[config.mk]
export PLATFORM = sky130hd
export DESIGN_NAME = i2c_gpio_expander
export DESIGN_NICKNAME = d
export VERILOG_FILES = /design/src/shared/gpio_exp_pkg.sv /design/src/rtl/sync_2ff.sv /design/src/rtl/port_alert.sv /design/src/rtl/i2c_gpio_expander.sv
export VERILOG_INCLUDE_DIRS = /design/src /design/src/shared
export SDC_FILE = /design/constraint.sdc
export NUM_CORES = 1
export LEC_CHECK = 0
export ABC_CLOCK_PERIOD_IN_PS = 2790
export BUFFER_PORTS_ARGS = -buffer_cell sky130_fd_sc_hd__buf_2
export CAP_MARGIN = 5
export CORE_MARGIN = 1.5
export CORE_UTILIZATION = 35
export CTS_BUF_LIST = sky130_fd_sc_hd__clkbuf_8 sky130_fd_sc_hd__clkbuf_16
export DETAILED_ROUTE_END_ITERATION = 8
export GPL_TIMING_DRIVEN = 0
export HOLD_SLACK_MARGIN = 0.08
export PLACE_DENSITY = 0.57
export SYNTH_ARGS = -nofsm -noshare
export SYNTH_HDL_FRONTEND = slang
export SYNTH_SLANG_ARGS = --single-unit
[constraint.sdc]
create_clock -name clk -period 2.79 [get_ports clk]
set_clock_uncertainty 0.2 [all_clocks]
set_input_delay 0.6975 -clock clk [delete_from_list [all_inputs] [get_ports clk]]
set_output_delay 0.6975 -clock clk [all_outputs]
set_load 0.01 [all_outputs]
[src/shared/gpio_exp_cfg.svh]
`ifndef GPIO_EXP_CFG_SVH
`define GPIO_EXP_CFG_SVH

// Command pointer values, low three bits only
`define REG_LEVEL0   3'h0
`define REG_LEVEL1   3'h1
`define REG_LATCH0   3'h2
`define REG_LATCH1   3'h3
`define REG_INVERT0  3'h4
`define REG_INVERT1  3'h5
`define REG_DIR0     3'h6
`define REG_DIR1     3'h7

// Pair select field of the pointer
`define PAIR_LEVEL   2'h0
`define PAIR_LATCH   2'h1
`define PAIR_INVERT  2'h2
`define PAIR_DIR     2'h3

// Reset values
`define LATCH_RST    8'hFF
`define INVERT_RST   8'h00
`define DIR_RST      8'hFF
`define PTR_RST      8'h00

// Frame constants
`define BYTE_BITS    4'h8
`define LAST_RD_BIT  4'h7
`define RW_READ      1'b1

`endif

[src/shared/gpio_exp_pkg.sv]
package gpio_exp_pkg;

   typedef enum logic [3:0] {
      ST_IDLE,
      ST_ADDR,
      ST_ADDR_ACK,
      ST_CMD,
      ST_CMD_ACK,
      ST_WDATA,
      ST_WDATA_ACK,
      ST_RDATA,
      ST_MACK
   } busState_t;

   typedef logic [1:0][7:0] portPair_t;

endpackage : gpio_exp_pkg

[src/rtl/sync_2ff.sv]
module sync_2ff #(
   parameter int                WIDTH   = 1,
   parameter logic [WIDTH-1:0]  RST_VAL = '0
) (
   input  wire logic             clk,    // System clock
   input  wire logic             rst_b,  // Async reset
   input  wire logic [WIDTH-1:0] din,    // Asynchronous inputs
   output logic      [WIDTH-1:0] dout    // Synchronised outputs
);

   logic [WIDTH-1:0] meta_q;

   always_ff @(posedge clk or negedge rst_b) begin
      if (!rst_b) begin
         meta_q <= RST_VAL;
         dout   <= RST_VAL;
      end else begin
         meta_q <= din;
         dout   <= meta_q;
      end
   end

endmodule : sync_2ff

[src/rtl/port_alert.sv]
module port_alert #(
   parameter int WIDTH = 8
) (
   input  wire logic             clk,      // System clock
   input  wire logic             rst_b,    // Async reset
   input  wire logic [WIDTH-1:0] level,    // Synchronised raw pin levels
   input  wire logic [WIDTH-1:0] isInput,  // Direction bits, 1 = input
   input  wire logic             readClr,  // Port read acknowledged
   output logic                  alert     // Level change pending
);

   logic [WIDTH-1:0] ref_q;
   logic [1:0]       settle_q;
   logic             primed;

   // The pin synchroniser still shows its reset value for two clocks after release
   assign primed = (settle_q == 2'h3);

   // Reference follows the pins until they have settled, so reset raises no alert
   always_ff @(posedge clk or negedge rst_b) begin
      if (!rst_b) begin
         ref_q    <= '0;
         settle_q <= 2'h0;
      end else begin
         if (!primed) begin
            settle_q <= settle_q + 2'h1;
         end
         if (!primed || readClr) begin
            ref_q <= level;
         end
      end
   end

   // Returning to the old level clears it on its own; outputs never alert
   always_ff @(posedge clk or negedge rst_b) begin
      if (!rst_b) begin
         alert <= 1'b0;
      end else begin
         alert <= primed && !readClr && |((level ^ ref_q) & isInput);
      end
   end

endmodule : port_alert

[src/rtl/i2c_gpio_expander.sv]
// Operation
// Two address straps set the low slave address bits; four devices share a bus.
// Last address bit: 1 means read, 0 means write.
// First byte after address is the command, stored in the pointer.
// The pointer is write only and never returned on a read.
// Commands 00h/01h select the port A/B pin level registers.
// Pin level registers report the pin whether input or output.
// Writes to pin level registers are acknowledged and discarded.
// Pin level registers follow the pins, no reset value.
// Commands 02h/03h select drive latches, reset to all ones.
// A latch bit drives its pin only while the pin is an output.
// Latch reads return the written value, not the pin.
// Commands 04h/05h select invert registers, reset to zero.
// Invert bit 1 on an input pin complements the reported level.
// Commands 06h/07h select direction registers, reset to all ones.
// Direction 1 makes a released input, 0 drives from the latch.
// Only the low three pointer bits select a register.
// Each written byte toggles pointer bit 0, unlimited bytes.
// Each read byte comes from the other register of the pair.
// Input pin edges raise the alert; port read or level return clears it.
// Reset low holds registers, bus machine and pins at defaults.
`include "gpio_exp_cfg.svh"

module i2c_gpio_expander
   import gpio_exp_pkg::*;
#(
   parameter logic [4:0] ADDR_UPPER = 5'h0A  // Fixed upper address bits, arbitrary
) (
   input  wire logic       clk,            // 50 MHz system clock
   input  wire logic       rst_b,          // Reset pin, active low
   input  wire logic       sclPin,         // Bus clock from the master
   input  wire logic       sdaIn,          // Bus data level
   output logic            sdaOut,         // Bus data drive value
   output logic            sdaOeB,         // Bus data drive enable, low drives
   input  wire logic       addrStrapLow,   // Address strap, bit 0
   input  wire logic       addrStrapHigh,  // Address strap, bit 1
   input  wire logic [7:0] portAIn,        // Port A pin levels
   output logic      [7:0] portAOut,       // Port A drive values
   output logic      [7:0] portAOeB,       // Port A enables, low drives
   input  wire logic [7:0] portBIn,        // Port B pin levels
   output logic      [7:0] portBOut,       // Port B drive values
   output logic      [7:0] portBOeB,       // Port B enables, low drives
   output logic            alertOut,       // Alert drive value
   output logic            alertOeB        // Alert enable, low pulls down
);

   busState_t  state_q;
   logic [3:0] bitCnt_q;
   logic [7:0] shift_q;
   logic [7:0] ptr_q;
   logic       rw_q;
   logic       sclD_q;
   logic       sdaD_q;
   portPair_t  drvLatch_q;
   portPair_t  invSel_q;
   portPair_t  dir_q;
   portPair_t  pinS;
   portPair_t  pinLevel;
   logic       sclS;
   logic       sdaS;
   logic [1:0] strapS;
   logic       sclRise;
   logic       sclFall;
   logic       startDet;
   logic       stopDet;
   logic       addrMatch;
   logic       byteDone;
   logic       cmdDone;
   logic       wrCommit;
   logic       mackRise;
   logic [1:0] readClr;
   logic [1:0] alerts;

   sync_2ff #(
      .WIDTH   (4),
      .RST_VAL (4'hF)
   ) u_busSync (
      .clk   (clk),
      .rst_b (rst_b),
      .din   ({sclPin, sdaIn, addrStrapHigh, addrStrapLow}),
      .dout  ({sclS, sdaS, strapS})
   );

   sync_2ff #(
      .WIDTH   (16),
      .RST_VAL (16'h0000)
   ) u_pinSync (
      .clk   (clk),
      .rst_b (rst_b),
      .din   ({portBIn, portAIn}),
      .dout  (pinS)
   );

   // Register selected by the pointer, level registers live
   function automatic logic [7:0] readByte(input logic [7:0] ptr);
      logic p;
      p = ptr[0];
      unique case (ptr[2:1])
         `PAIR_LEVEL:  readByte = pinLevel[p];
         `PAIR_LATCH:  readByte = drvLatch_q[p];
         `PAIR_INVERT: readByte = invSel_q[p];
         `PAIR_DIR:    readByte = dir_q[p];
      endcase
   endfunction : readByte

   function automatic logic inPair(input logic [7:0] ptr, input logic [1:0] pair);
      inPair = (ptr[2:1] == pair);
   endfunction : inPair

   // Pin level view, follows the pins from reset on
   generate
      for (genvar p = 0; p < 2; p++) begin : g_level
         assign pinLevel[p] = pinS[p] ^ (invSel_q[p] & dir_q[p]);
      end
   endgenerate

   always_ff @(posedge clk or negedge rst_b) begin
      if (!rst_b) begin
         sclD_q <= 1'b1;
         sdaD_q <= 1'b1;
      end else begin
         sclD_q <= sclS;
         sdaD_q <= sdaS;
      end
   end

   assign sclRise   = sclS & ~sclD_q;
   assign sclFall   = ~sclS & sclD_q;
   assign startDet  = sclS & sclD_q & sdaD_q & ~sdaS;
   assign stopDet   = sclS & sclD_q & ~sdaD_q & sdaS;
   assign byteDone  = sclFall && (bitCnt_q == `BYTE_BITS);
   assign addrMatch = (shift_q[7:1] == {ADDR_UPPER, strapS});
   assign cmdDone   = byteDone && (state_q == ST_CMD);
   assign wrCommit  = byteDone && (state_q == ST_WDATA);
   assign mackRise  = sclRise && (state_q == ST_MACK);

   // Bus state machine
   always_ff @(posedge clk or negedge rst_b) begin
      if (!rst_b) begin
         state_q  <= ST_IDLE;
         bitCnt_q <= 4'h0;
         shift_q  <= 8'h00;
         rw_q     <= 1'b0;
      end else if (startDet) begin
         state_q  <= ST_ADDR;
         bitCnt_q <= 4'h0;
      end else if (stopDet) begin
         state_q  <= ST_IDLE;
      end else begin
         unique case (state_q)
            ST_IDLE: begin
            end
            ST_ADDR, ST_CMD, ST_WDATA: begin
               if (sclRise) begin
                  shift_q  <= {shift_q[6:0], sdaS};
                  bitCnt_q <= bitCnt_q + 4'h1;
               end else if (byteDone) begin
                  bitCnt_q <= 4'h0;
                  if (state_q == ST_ADDR) begin
                     rw_q    <= shift_q[0];
                     state_q <= addrMatch ? ST_ADDR_ACK : ST_IDLE;
                  end else if (state_q == ST_CMD) begin
                     state_q <= ST_CMD_ACK;
                  end else begin
                     state_q <= ST_WDATA_ACK;
                  end
               end
            end
            ST_ADDR_ACK: begin
               if (sclFall) begin
                  if (rw_q == `RW_READ) begin
                     state_q <= ST_RDATA;
                     shift_q <= readByte(ptr_q);
                  end else begin
                     state_q <= ST_CMD;
                  end
               end
            end
            ST_CMD_ACK, ST_WDATA_ACK: begin
               if (sclFall) begin
                  state_q <= ST_WDATA;
               end
            end
            ST_RDATA: begin
               if (sclFall) begin
                  if (bitCnt_q == `LAST_RD_BIT) begin
                     state_q  <= ST_MACK;
                     bitCnt_q <= 4'h0;
                  end else begin
                     shift_q  <= {shift_q[6:0], 1'b0};
                     bitCnt_q <= bitCnt_q + 4'h1;
                  end
               end
            end
            ST_MACK: begin
               if (sclRise) begin
                  rw_q <= sdaS ? 1'b0 : 1'b1;
               end else if (sclFall) begin
                  // A refusal ends the read; the master follows with stop
                  if (rw_q) begin
                     state_q <= ST_RDATA;
                     shift_q <= readByte(ptr_q);
                  end else begin
                     state_q <= ST_IDLE;
                  end
               end
            end
            default: state_q <= ST_IDLE;
         endcase
      end
   end

   // Command pointer: loaded by the command byte, walks the pair
   always_ff @(posedge clk or negedge rst_b) begin
      if (!rst_b) begin
         ptr_q <= `PTR_RST;
      end else if (cmdDone) begin
         ptr_q <= shift_q;
      end else if (wrCommit) begin
         ptr_q[0] <= ~ptr_q[0];
      end else if (mackRise) begin
         // Toggled on refusal too, so a later read resumes at the other half
         ptr_q[0] <= ~ptr_q[0];
      end
   end

   // Register writes, level pair discards data
   always_ff @(posedge clk or negedge rst_b) begin
      if (!rst_b) begin
         drvLatch_q <= {2{`LATCH_RST}};
         invSel_q   <= {2{`INVERT_RST}};
         dir_q      <= {2{`DIR_RST}};
      end else if (wrCommit) begin
         if (inPair(ptr_q, `PAIR_LATCH)) begin
            drvLatch_q[ptr_q[0]] <= shift_q;
         end
         if (inPair(ptr_q, `PAIR_INVERT)) begin
            invSel_q[ptr_q[0]] <= shift_q;
         end
         if (inPair(ptr_q, `PAIR_DIR)) begin
            dir_q[ptr_q[0]] <= shift_q;
         end
      end
   end

   // Data line: pulled low for ack, or for a zero data bit
   always_ff @(posedge clk or negedge rst_b) begin
      if (!rst_b) begin
         sdaOeB <= 1'b1;
      end else begin
         unique case (state_q)
            ST_ADDR_ACK, ST_CMD_ACK, ST_WDATA_ACK: sdaOeB <= 1'b0;
            ST_RDATA:                              sdaOeB <= shift_q[7];
            default:                               sdaOeB <= 1'b1;
         endcase
      end
   end

   assign sdaOut   = 1'b0;
   assign alertOut = 1'b0;

   // Pins follow latch and direction directly
   assign portAOut = drvLatch_q[0];
   assign portBOut = drvLatch_q[1];
   assign portAOeB = dir_q[0];
   assign portBOeB = dir_q[1];

   // Clear falls on the acknowledge clock of a port read
   always_comb begin
      readClr = 2'b00;
      if (mackRise && inPair(ptr_q, `PAIR_LEVEL)) begin
         readClr[ptr_q[0]] = 1'b1;
      end
   end

   generate
      for (genvar p = 0; p < 2; p++) begin : g_alert
         port_alert #(
            .WIDTH (8)
         ) u_alert (
            .clk     (clk),
            .rst_b   (rst_b),
            .level   (pinS[p]),
            .isInput (dir_q[p]),
            .readClr (readClr[p]),
            .alert   (alerts[p])
         );
      end
   endgenerate

   always_ff @(posedge clk or negedge rst_b) begin
      if (!rst_b) begin
         alertOeB <= 1'b1;
      end else begin
         alertOeB <= ~|alerts;
      end
   end
endmodule : i2c_gpio_expander

Word-level counts from Yosys, hierarchy flattened
Cells that the tools add are included.
{"block": "totals", "register_bits": 134, "in_bits": 22, "out_inout_bits": 36, "elab_cells": 182}
{"block": "classes", "add_sub_neg": 3, "n_lt_le_gt_ge": 2, "eq_ne": 36, "n_mux": 57, "n_bitwise": 22, "n_reduce_logical": 36}
{"cell": "two-way mux 8 bit", "count": 15}
{"cell": "two-way mux 4 bit", "count": 16}
{"cell": "case mux 8 bit (4 select lines)", "count": 2}
{"cell": "bitwise mux 16 bit", "count": 3}
{"cell": "inequality test 4 bit, second input constant", "count": 9}
{"cell": "bitwise AND 8 bit", "count": 4}
{"cell": "bitwise XOR 8 bit", "count": 4}
{"cell": "case mux 4 bit (6 select lines)", "count": 1}
{"cell": "equality test 4 x 3 -> 1 bit, second input constant", "count": 5}
{"cell": "inequality test 2 bit, second input constant", "count": 9}
{"cell": "OR reduction 8 bit", "count": 2}
{"cell": "AND reduction 7 bit", "count": 2}
{"cell": "logical AND 1 bit", "count": 10}
{"cell": "two-way mux 1 bit", "count": 9}
{"cell": "two-way mux 3 bit", "count": 3}
{"cell": "AND reduction 9 bit", "count": 1}
{"cell": "demux 8 bit (select 1 bit)", "count": 1}
{"cell": "equality test 2 bit, second input constant", "count": 4}
{"cell": "equality test 4 x 2 -> 1 bit, second input constant", "count": 2}
{"cell": "equality test 4 bit, second input constant", "count": 2}
{"cell": "case mux 4 bit (2 select lines)", "count": 1}
{"cell": "bitwise AND 1 bit", "count": 7}
{"cell": "equality test 7 x 6 -> 1 bit", "count": 1}
{"cell": "NOT 1 bit", "count": 7}
{"cell": "21 further kinds", "count": 36}

Logic depth before layout (Yosys ltp)
{"block": "depth", "ltp_word": 9, "depth_mapped": 8, "depth_no_buf": 7}

Cells and area by module
A second synthesis with hierarchy kept.
{"block": "unflattened", "hier_cells": 503, "hier_area_um2": 6354.8}
{"mod": "i2c_gpio_expander", "instances": 1, "cells_each": 389, "area_per_inst_um2": 4235.3, "seq_area_each_um2": 1846.8}
{"mod": "port_alert", "instances": 2, "cells_each": 37, "area_per_inst_um2": 554.3, "seq_area_each_um2": 275.3}
{"mod": "sync_2ff (u_pinSync)", "instances": 1, "cells_each": 32, "area_per_inst_um2": 800.8, "seq_area_each_um2": 800.8}
{"mod": "sync_2ff (u_busSync)", "instances": 1, "cells_each": 8, "area_per_inst_um2": 210.2, "seq_area_each_um2": 210.2}

Worst setup path before layout
No wires, ideal clock.
{"block": "synth_path", "path_type": "register -> register", "startpoint": "register bitCnt_q[0]", "endpoint": "register invSel_q[10] in the netlist's numbering", "arrival_time_ps": 1912, "required_time_ps": 2465, "path_slack_ps": 554, "stages_incl_launch_ff": 8, "n_path_buf": 0, "period_less_slack_ps": 2236, "path_cell_list": "dfrtp_1 > inv_1 > ha_1 > nand3b_1 > nor2_1 > nand3_1 > nor3b_2 > mux2_2"}
{"block": "synth_between", "elab_chain_len": 4}
{"element": "start, declared", "line": "i2c_gpio_expander.sv:48", "rtl": "logic [3:0] bitCnt_q;"}
{"element": "start signal, assigned", "line": "i2c_gpio_expander.sv:156", "rtl": "bitCnt_q <= bitCnt_q + 4'h1;"}
{"element": "start signal, assigned", "line": "i2c_gpio_expander.sv:191", "rtl": "bitCnt_q <= bitCnt_q + 4'h1;"}
{"element": "equality test 4 bit (no line)"}
{"element": "logical AND 1 bit", "line": "i2c_gpio_expander.sv:131", "rtl": "assign byteDone = sclFall && (bitCnt_q == `BYTE_BITS);"}
{"element": "logical AND 1 bit", "line": "i2c_gpio_expander.sv:134", "rtl": "assign wrCommit = byteDone && (state_q == ST_WDATA);"}
{"element": "AND reduction 2 bit (no line)"}
{"element": "end signal, assigned", "line": "i2c_gpio_expander.sv:231", "rtl": "invSel_q <= {2{`INVERT_RST}};"}
{"element": "end signal, assigned by index", "line": "i2c_gpio_expander.sv:238", "rtl": "invSel_q[ptr_q[0]] <= shift_q;"}
{"element": "end, declared", "line": "i2c_gpio_expander.sv:55", "rtl": "portPair_t invSel_q;"}
No other way between the ends.
A chain may end at the register's enable or synchronous reset.

Final worst setup path
{"block": "layout_path", "startpoint": "register bitCnt_q[0]", "endpoint": "register invSel_q[9] in the netlist's numbering"}
The elaborated chain is that of the path after synthesis.

==> out/metrics.yaml <==
fin_nets: 588
power_density_nw_per_um2: 687
reg2reg_to: "invSel_q[9]$_DFFE_PN0P_"
area_delta_synth_final_pct: 20.0
required_ns: 2.89
critPathKind: "reg2reg"
die_height_microns: 136
track_usage_pct: 16.9
finalNonFillerCells: 800
placedCellCount: 764
syn_area_per_cell_sq_um: 12.9
dpl.hpwl_mm: 9.88
multi_input_area_sq_um: 2660
path_buf_inv: 2
rows: 48
die-area_sq_um: 18600
core_sq_um: 17400
insertion_delay_ns: 0.42
clock.fmax_ghz: 0.388
swShare_pct: 28.5
intPower_mw: 3.68
grt_max_degree: 74
ys_ff_latch: 134
power.switching_mw: 1.46
post_drt_wl_per_cell_microns: 18.0
regToRegSetupSlack_ns: 0.21
wirelength_mm: 14.4
cts_max_path_buffers: 2
num_antenna_cells: 0
cts_buffers: 17
place_area_sq_um: 6820
combPwrFrac_pct: 13.2
ioPinCount: 58
syn-instance-count: 482
status: "finished, final reports clean"
tns_ns: 0
setup_viol: 0
synth_edf_count: 0
yosys_warnings: 0
synthDistinctLibCells: 65
syn_area_sq_um: 6230
cts_tree: "built"
die_w_microns: 136
r2r_cells: 8
rsz0062_at_grt: "false"
power_frac_seq_pct: 43.9
start_util_pct: 35.9
vdd_drop_max_v: 0.000443
ant_nets: 0
drv_cap: 0
async_flop_share_pct: 100
hold_viol: 0
final_area_sq_um: 7480
hold_ws_ns: 0.0722
cp.arrival_ns: 2.68
clock_sinks: 134
finalWorstSetupSlack_ns: 0.213
via_per_inst: 5.06
drc_errors: 0
grt_pass1_wl_mm: 23.5
seqCellArea_sq_um: 3410
end_kind: "register"
fin_crit_ns: 2.58
crit_family: "simple AND/OR/NAND/NOR gates"
start_kind: "register"
p_leak_nw: 3.24
gp_congestion: 0.827
worst-path-max-fanout: 5
grt_antenna_before_repair: 0
grt_overflow_total: 0
layout-drive-gt1-share_pct: 41.4
first_global_vias: 4297
worstReg2RegStart: "bitCnt_q[0]$_DFFE_PN0P_"
cts-root-buf: "clkbuf_16"
slowest_delay_ns: 0.41
pwr-share-clk_pct: 42.9
worstMarginPinSlew_ns: 0.847
hp-class: "in2async"
yosysSeqAreaShare_pct: 54.7
slew_headroom_pct: 43.1
dp_slack_ns: 0.00525
slew_violations: 0
finalCritPeriodShare_pct: 92.4
cts_hold_buf: 0
vias: 4044
htree_levels: 4
drtIter0Drc: 353
synth_flop_cell: "dfrtp_1"
crit_slowest_cell: "dfrtp_1"
path_cells: "inv_1 > ha_1 > nand3b_1 > nor2_1 > nand3_1 > nor3b_4 > buf_4 > mux2_2"
clkSlewWorstSetupHoldPaths_ns: 0.06
drtPass1Iterations: 4
nFillCells: 1593
port_buffers: 55
## final cells by class
cell class,instances,share of cell area [%]
Sequential cell,134,45.6
Multi-Input combinational cell,306,35.5
Clock buffer,17,5.69
Timing Repair Buffer,60,4.87
Tap cell,225,3.77
Clock inverter,15,2.07
Buffer,21,1.39
Inverter,22,1.10
## stage by stage
step	utilization, %	total power [mW]
floorplan	-	2.70
global placement	39.1	2.93
detailed placement	39.3	2.96
CTS	42.7	5.19
global route	43.1	5.38
finish	43.1	5.14
## worst max-delay path by stage
stage	startpoint	to	cells past startpoint
after floorplan	bitCnt_q[0]$_DFFE_PN0P_	invSel_q[10]$_DFFE_PN0P_	7
after global placement	rst_b	u_pinSync.meta_q[8]$_DFF_PN0_	1
after detailed placement	bitCnt_q[0]$_DFFE_PN0P_	invSel_q[9]$_DFFE_PN0P_	7
after CTS	state_q[0]$_DFFE_PN0P_	g_alert[0].u_alert.ref_q[5]$_DFFE_PN0P_	4
after global routing	bitCnt_q[0]$_DFFE_PN0P_	invSel_q[9]$_DFFE_PN0P_	8
final	bitCnt_q[0]$_DFFE_PN0P_	invSel_q[9]$_DFFE_PN0P_	8
## worst reg2reg max path: stages, from the launching register on
cell and delay, ns:
dfrtp_1 0.41, inv_1 0.08, ha_1 0.14, nand3b_1 0.15
nor2_1 0.32, nand3_1 0.34, nor3b_4 0.29, buf_4 0.19
mux2_2 0.34
## power by group through the flow
stage	sequential, mW	clock, mW	combinational (mW)
finish	2.26	2.20	0.680
global route	2.28	2.35	0.755
CTS	2.25	2.26	0.684
detailed placement	2.29	0	0.675
global placement	2.28	0	0.649
floorplan	2.23	0	0.477
## repair_timing
action                                  CTS  global route
gates resized for setup                   2             1
pin swaps                                 0             3
gates cloned                              0             0
setup buffers                             0             4
endpoints found under the setup margin    6            32
hold endpoints to repair                  0             0
## cells by family (layout without fill, tap and decap cells)
logic type / Yosys count / in the layout / share of synthesized area [%]
buffers and inverters: 43 / 135 / 2.99
adder cells (fa/ha/maj): 5 / 5 / 0.984
other: 1 / 2 / 0.0602
multiplexers: 89 / 89 / 17.6
flip-flops: 134 / 134 / 54.7
XOR/XNOR: 39 / 39 / 5.48
AO/OA/AOI/OAI: 72 / 72 / 8.94
AND/OR/NAND/NOR: 99 / 99 / 9.28
## cells in the final DEF (no fill, tap or decap), types with 15 or more instances in the layout
cell type / instances
nand2_1: 34
dfrtp_1: 90
clkbuf_16: 17
buf_2: 62
inv_1: 23
a21oi_1: 16
nor2_1: 15
dfstp_2: 44
mux2_2: 60
xor2_1: 33
a221oi_1: 17
## metal layers
| metal | GRT usage (%) | vias to the layer above | part of all wire (%) |
|---|---|---|---|
| li1 | - | 1888 | - |
| met1 | 22.2 | 2042 | 46 |
| met4 | 5.79 | 0 | 1.7 |
| met5 | 0 | - | 0 |
| met3 | 4.74 | 12 | 5.0 |
| met2 | 26.9 | 102 | 47 |
## Yosys cell counts (all sizes together), types with 2 or more instances
cell type,n,area share (%)
mux4,7,2.5
mux2i,14,2.2
inv,22,1.3
or2,2,0.20
or3,4,0.40
a21oi,16,1.3
nor3b,3,0.52
or4b,2,0.32
a221oi,17,2.4
dfrtp,90,36
nor4,3,0.30
a211oi,3,0.36
nand3,5,0.60
o41ai,2,0.70
nand2,36,2.2
ha,4,0.80
buf,15,1.3
mux2,68,13
clkbuf,6,0.36
xor2,33,4.6
nor3,4,0.32
nor2,17,1.2
nand3b,3,0.36
a22o,4,0.56
o21ai,6,0.48
xnor2,6,0.84
a22oi,9,1.1
nand2b,4,0.52
and2,2,0.20
dfstp,44,19
nor2b,5,0.50
a31oi,4,0.40
## state kept, by name, summed over array words and instances, names as in the netlist, 8 cells and up
signal and flops:
g_alert.u_alert.ref_q 16, invSel_q 16, u_pinSync.dout 16, u_pinSync.meta_q 16, portAOeB 8, portAOut 8, portBOeB 8, portBOut 8
shift_q 8
No activity file was read; power rests on OpenSTA's default activity.
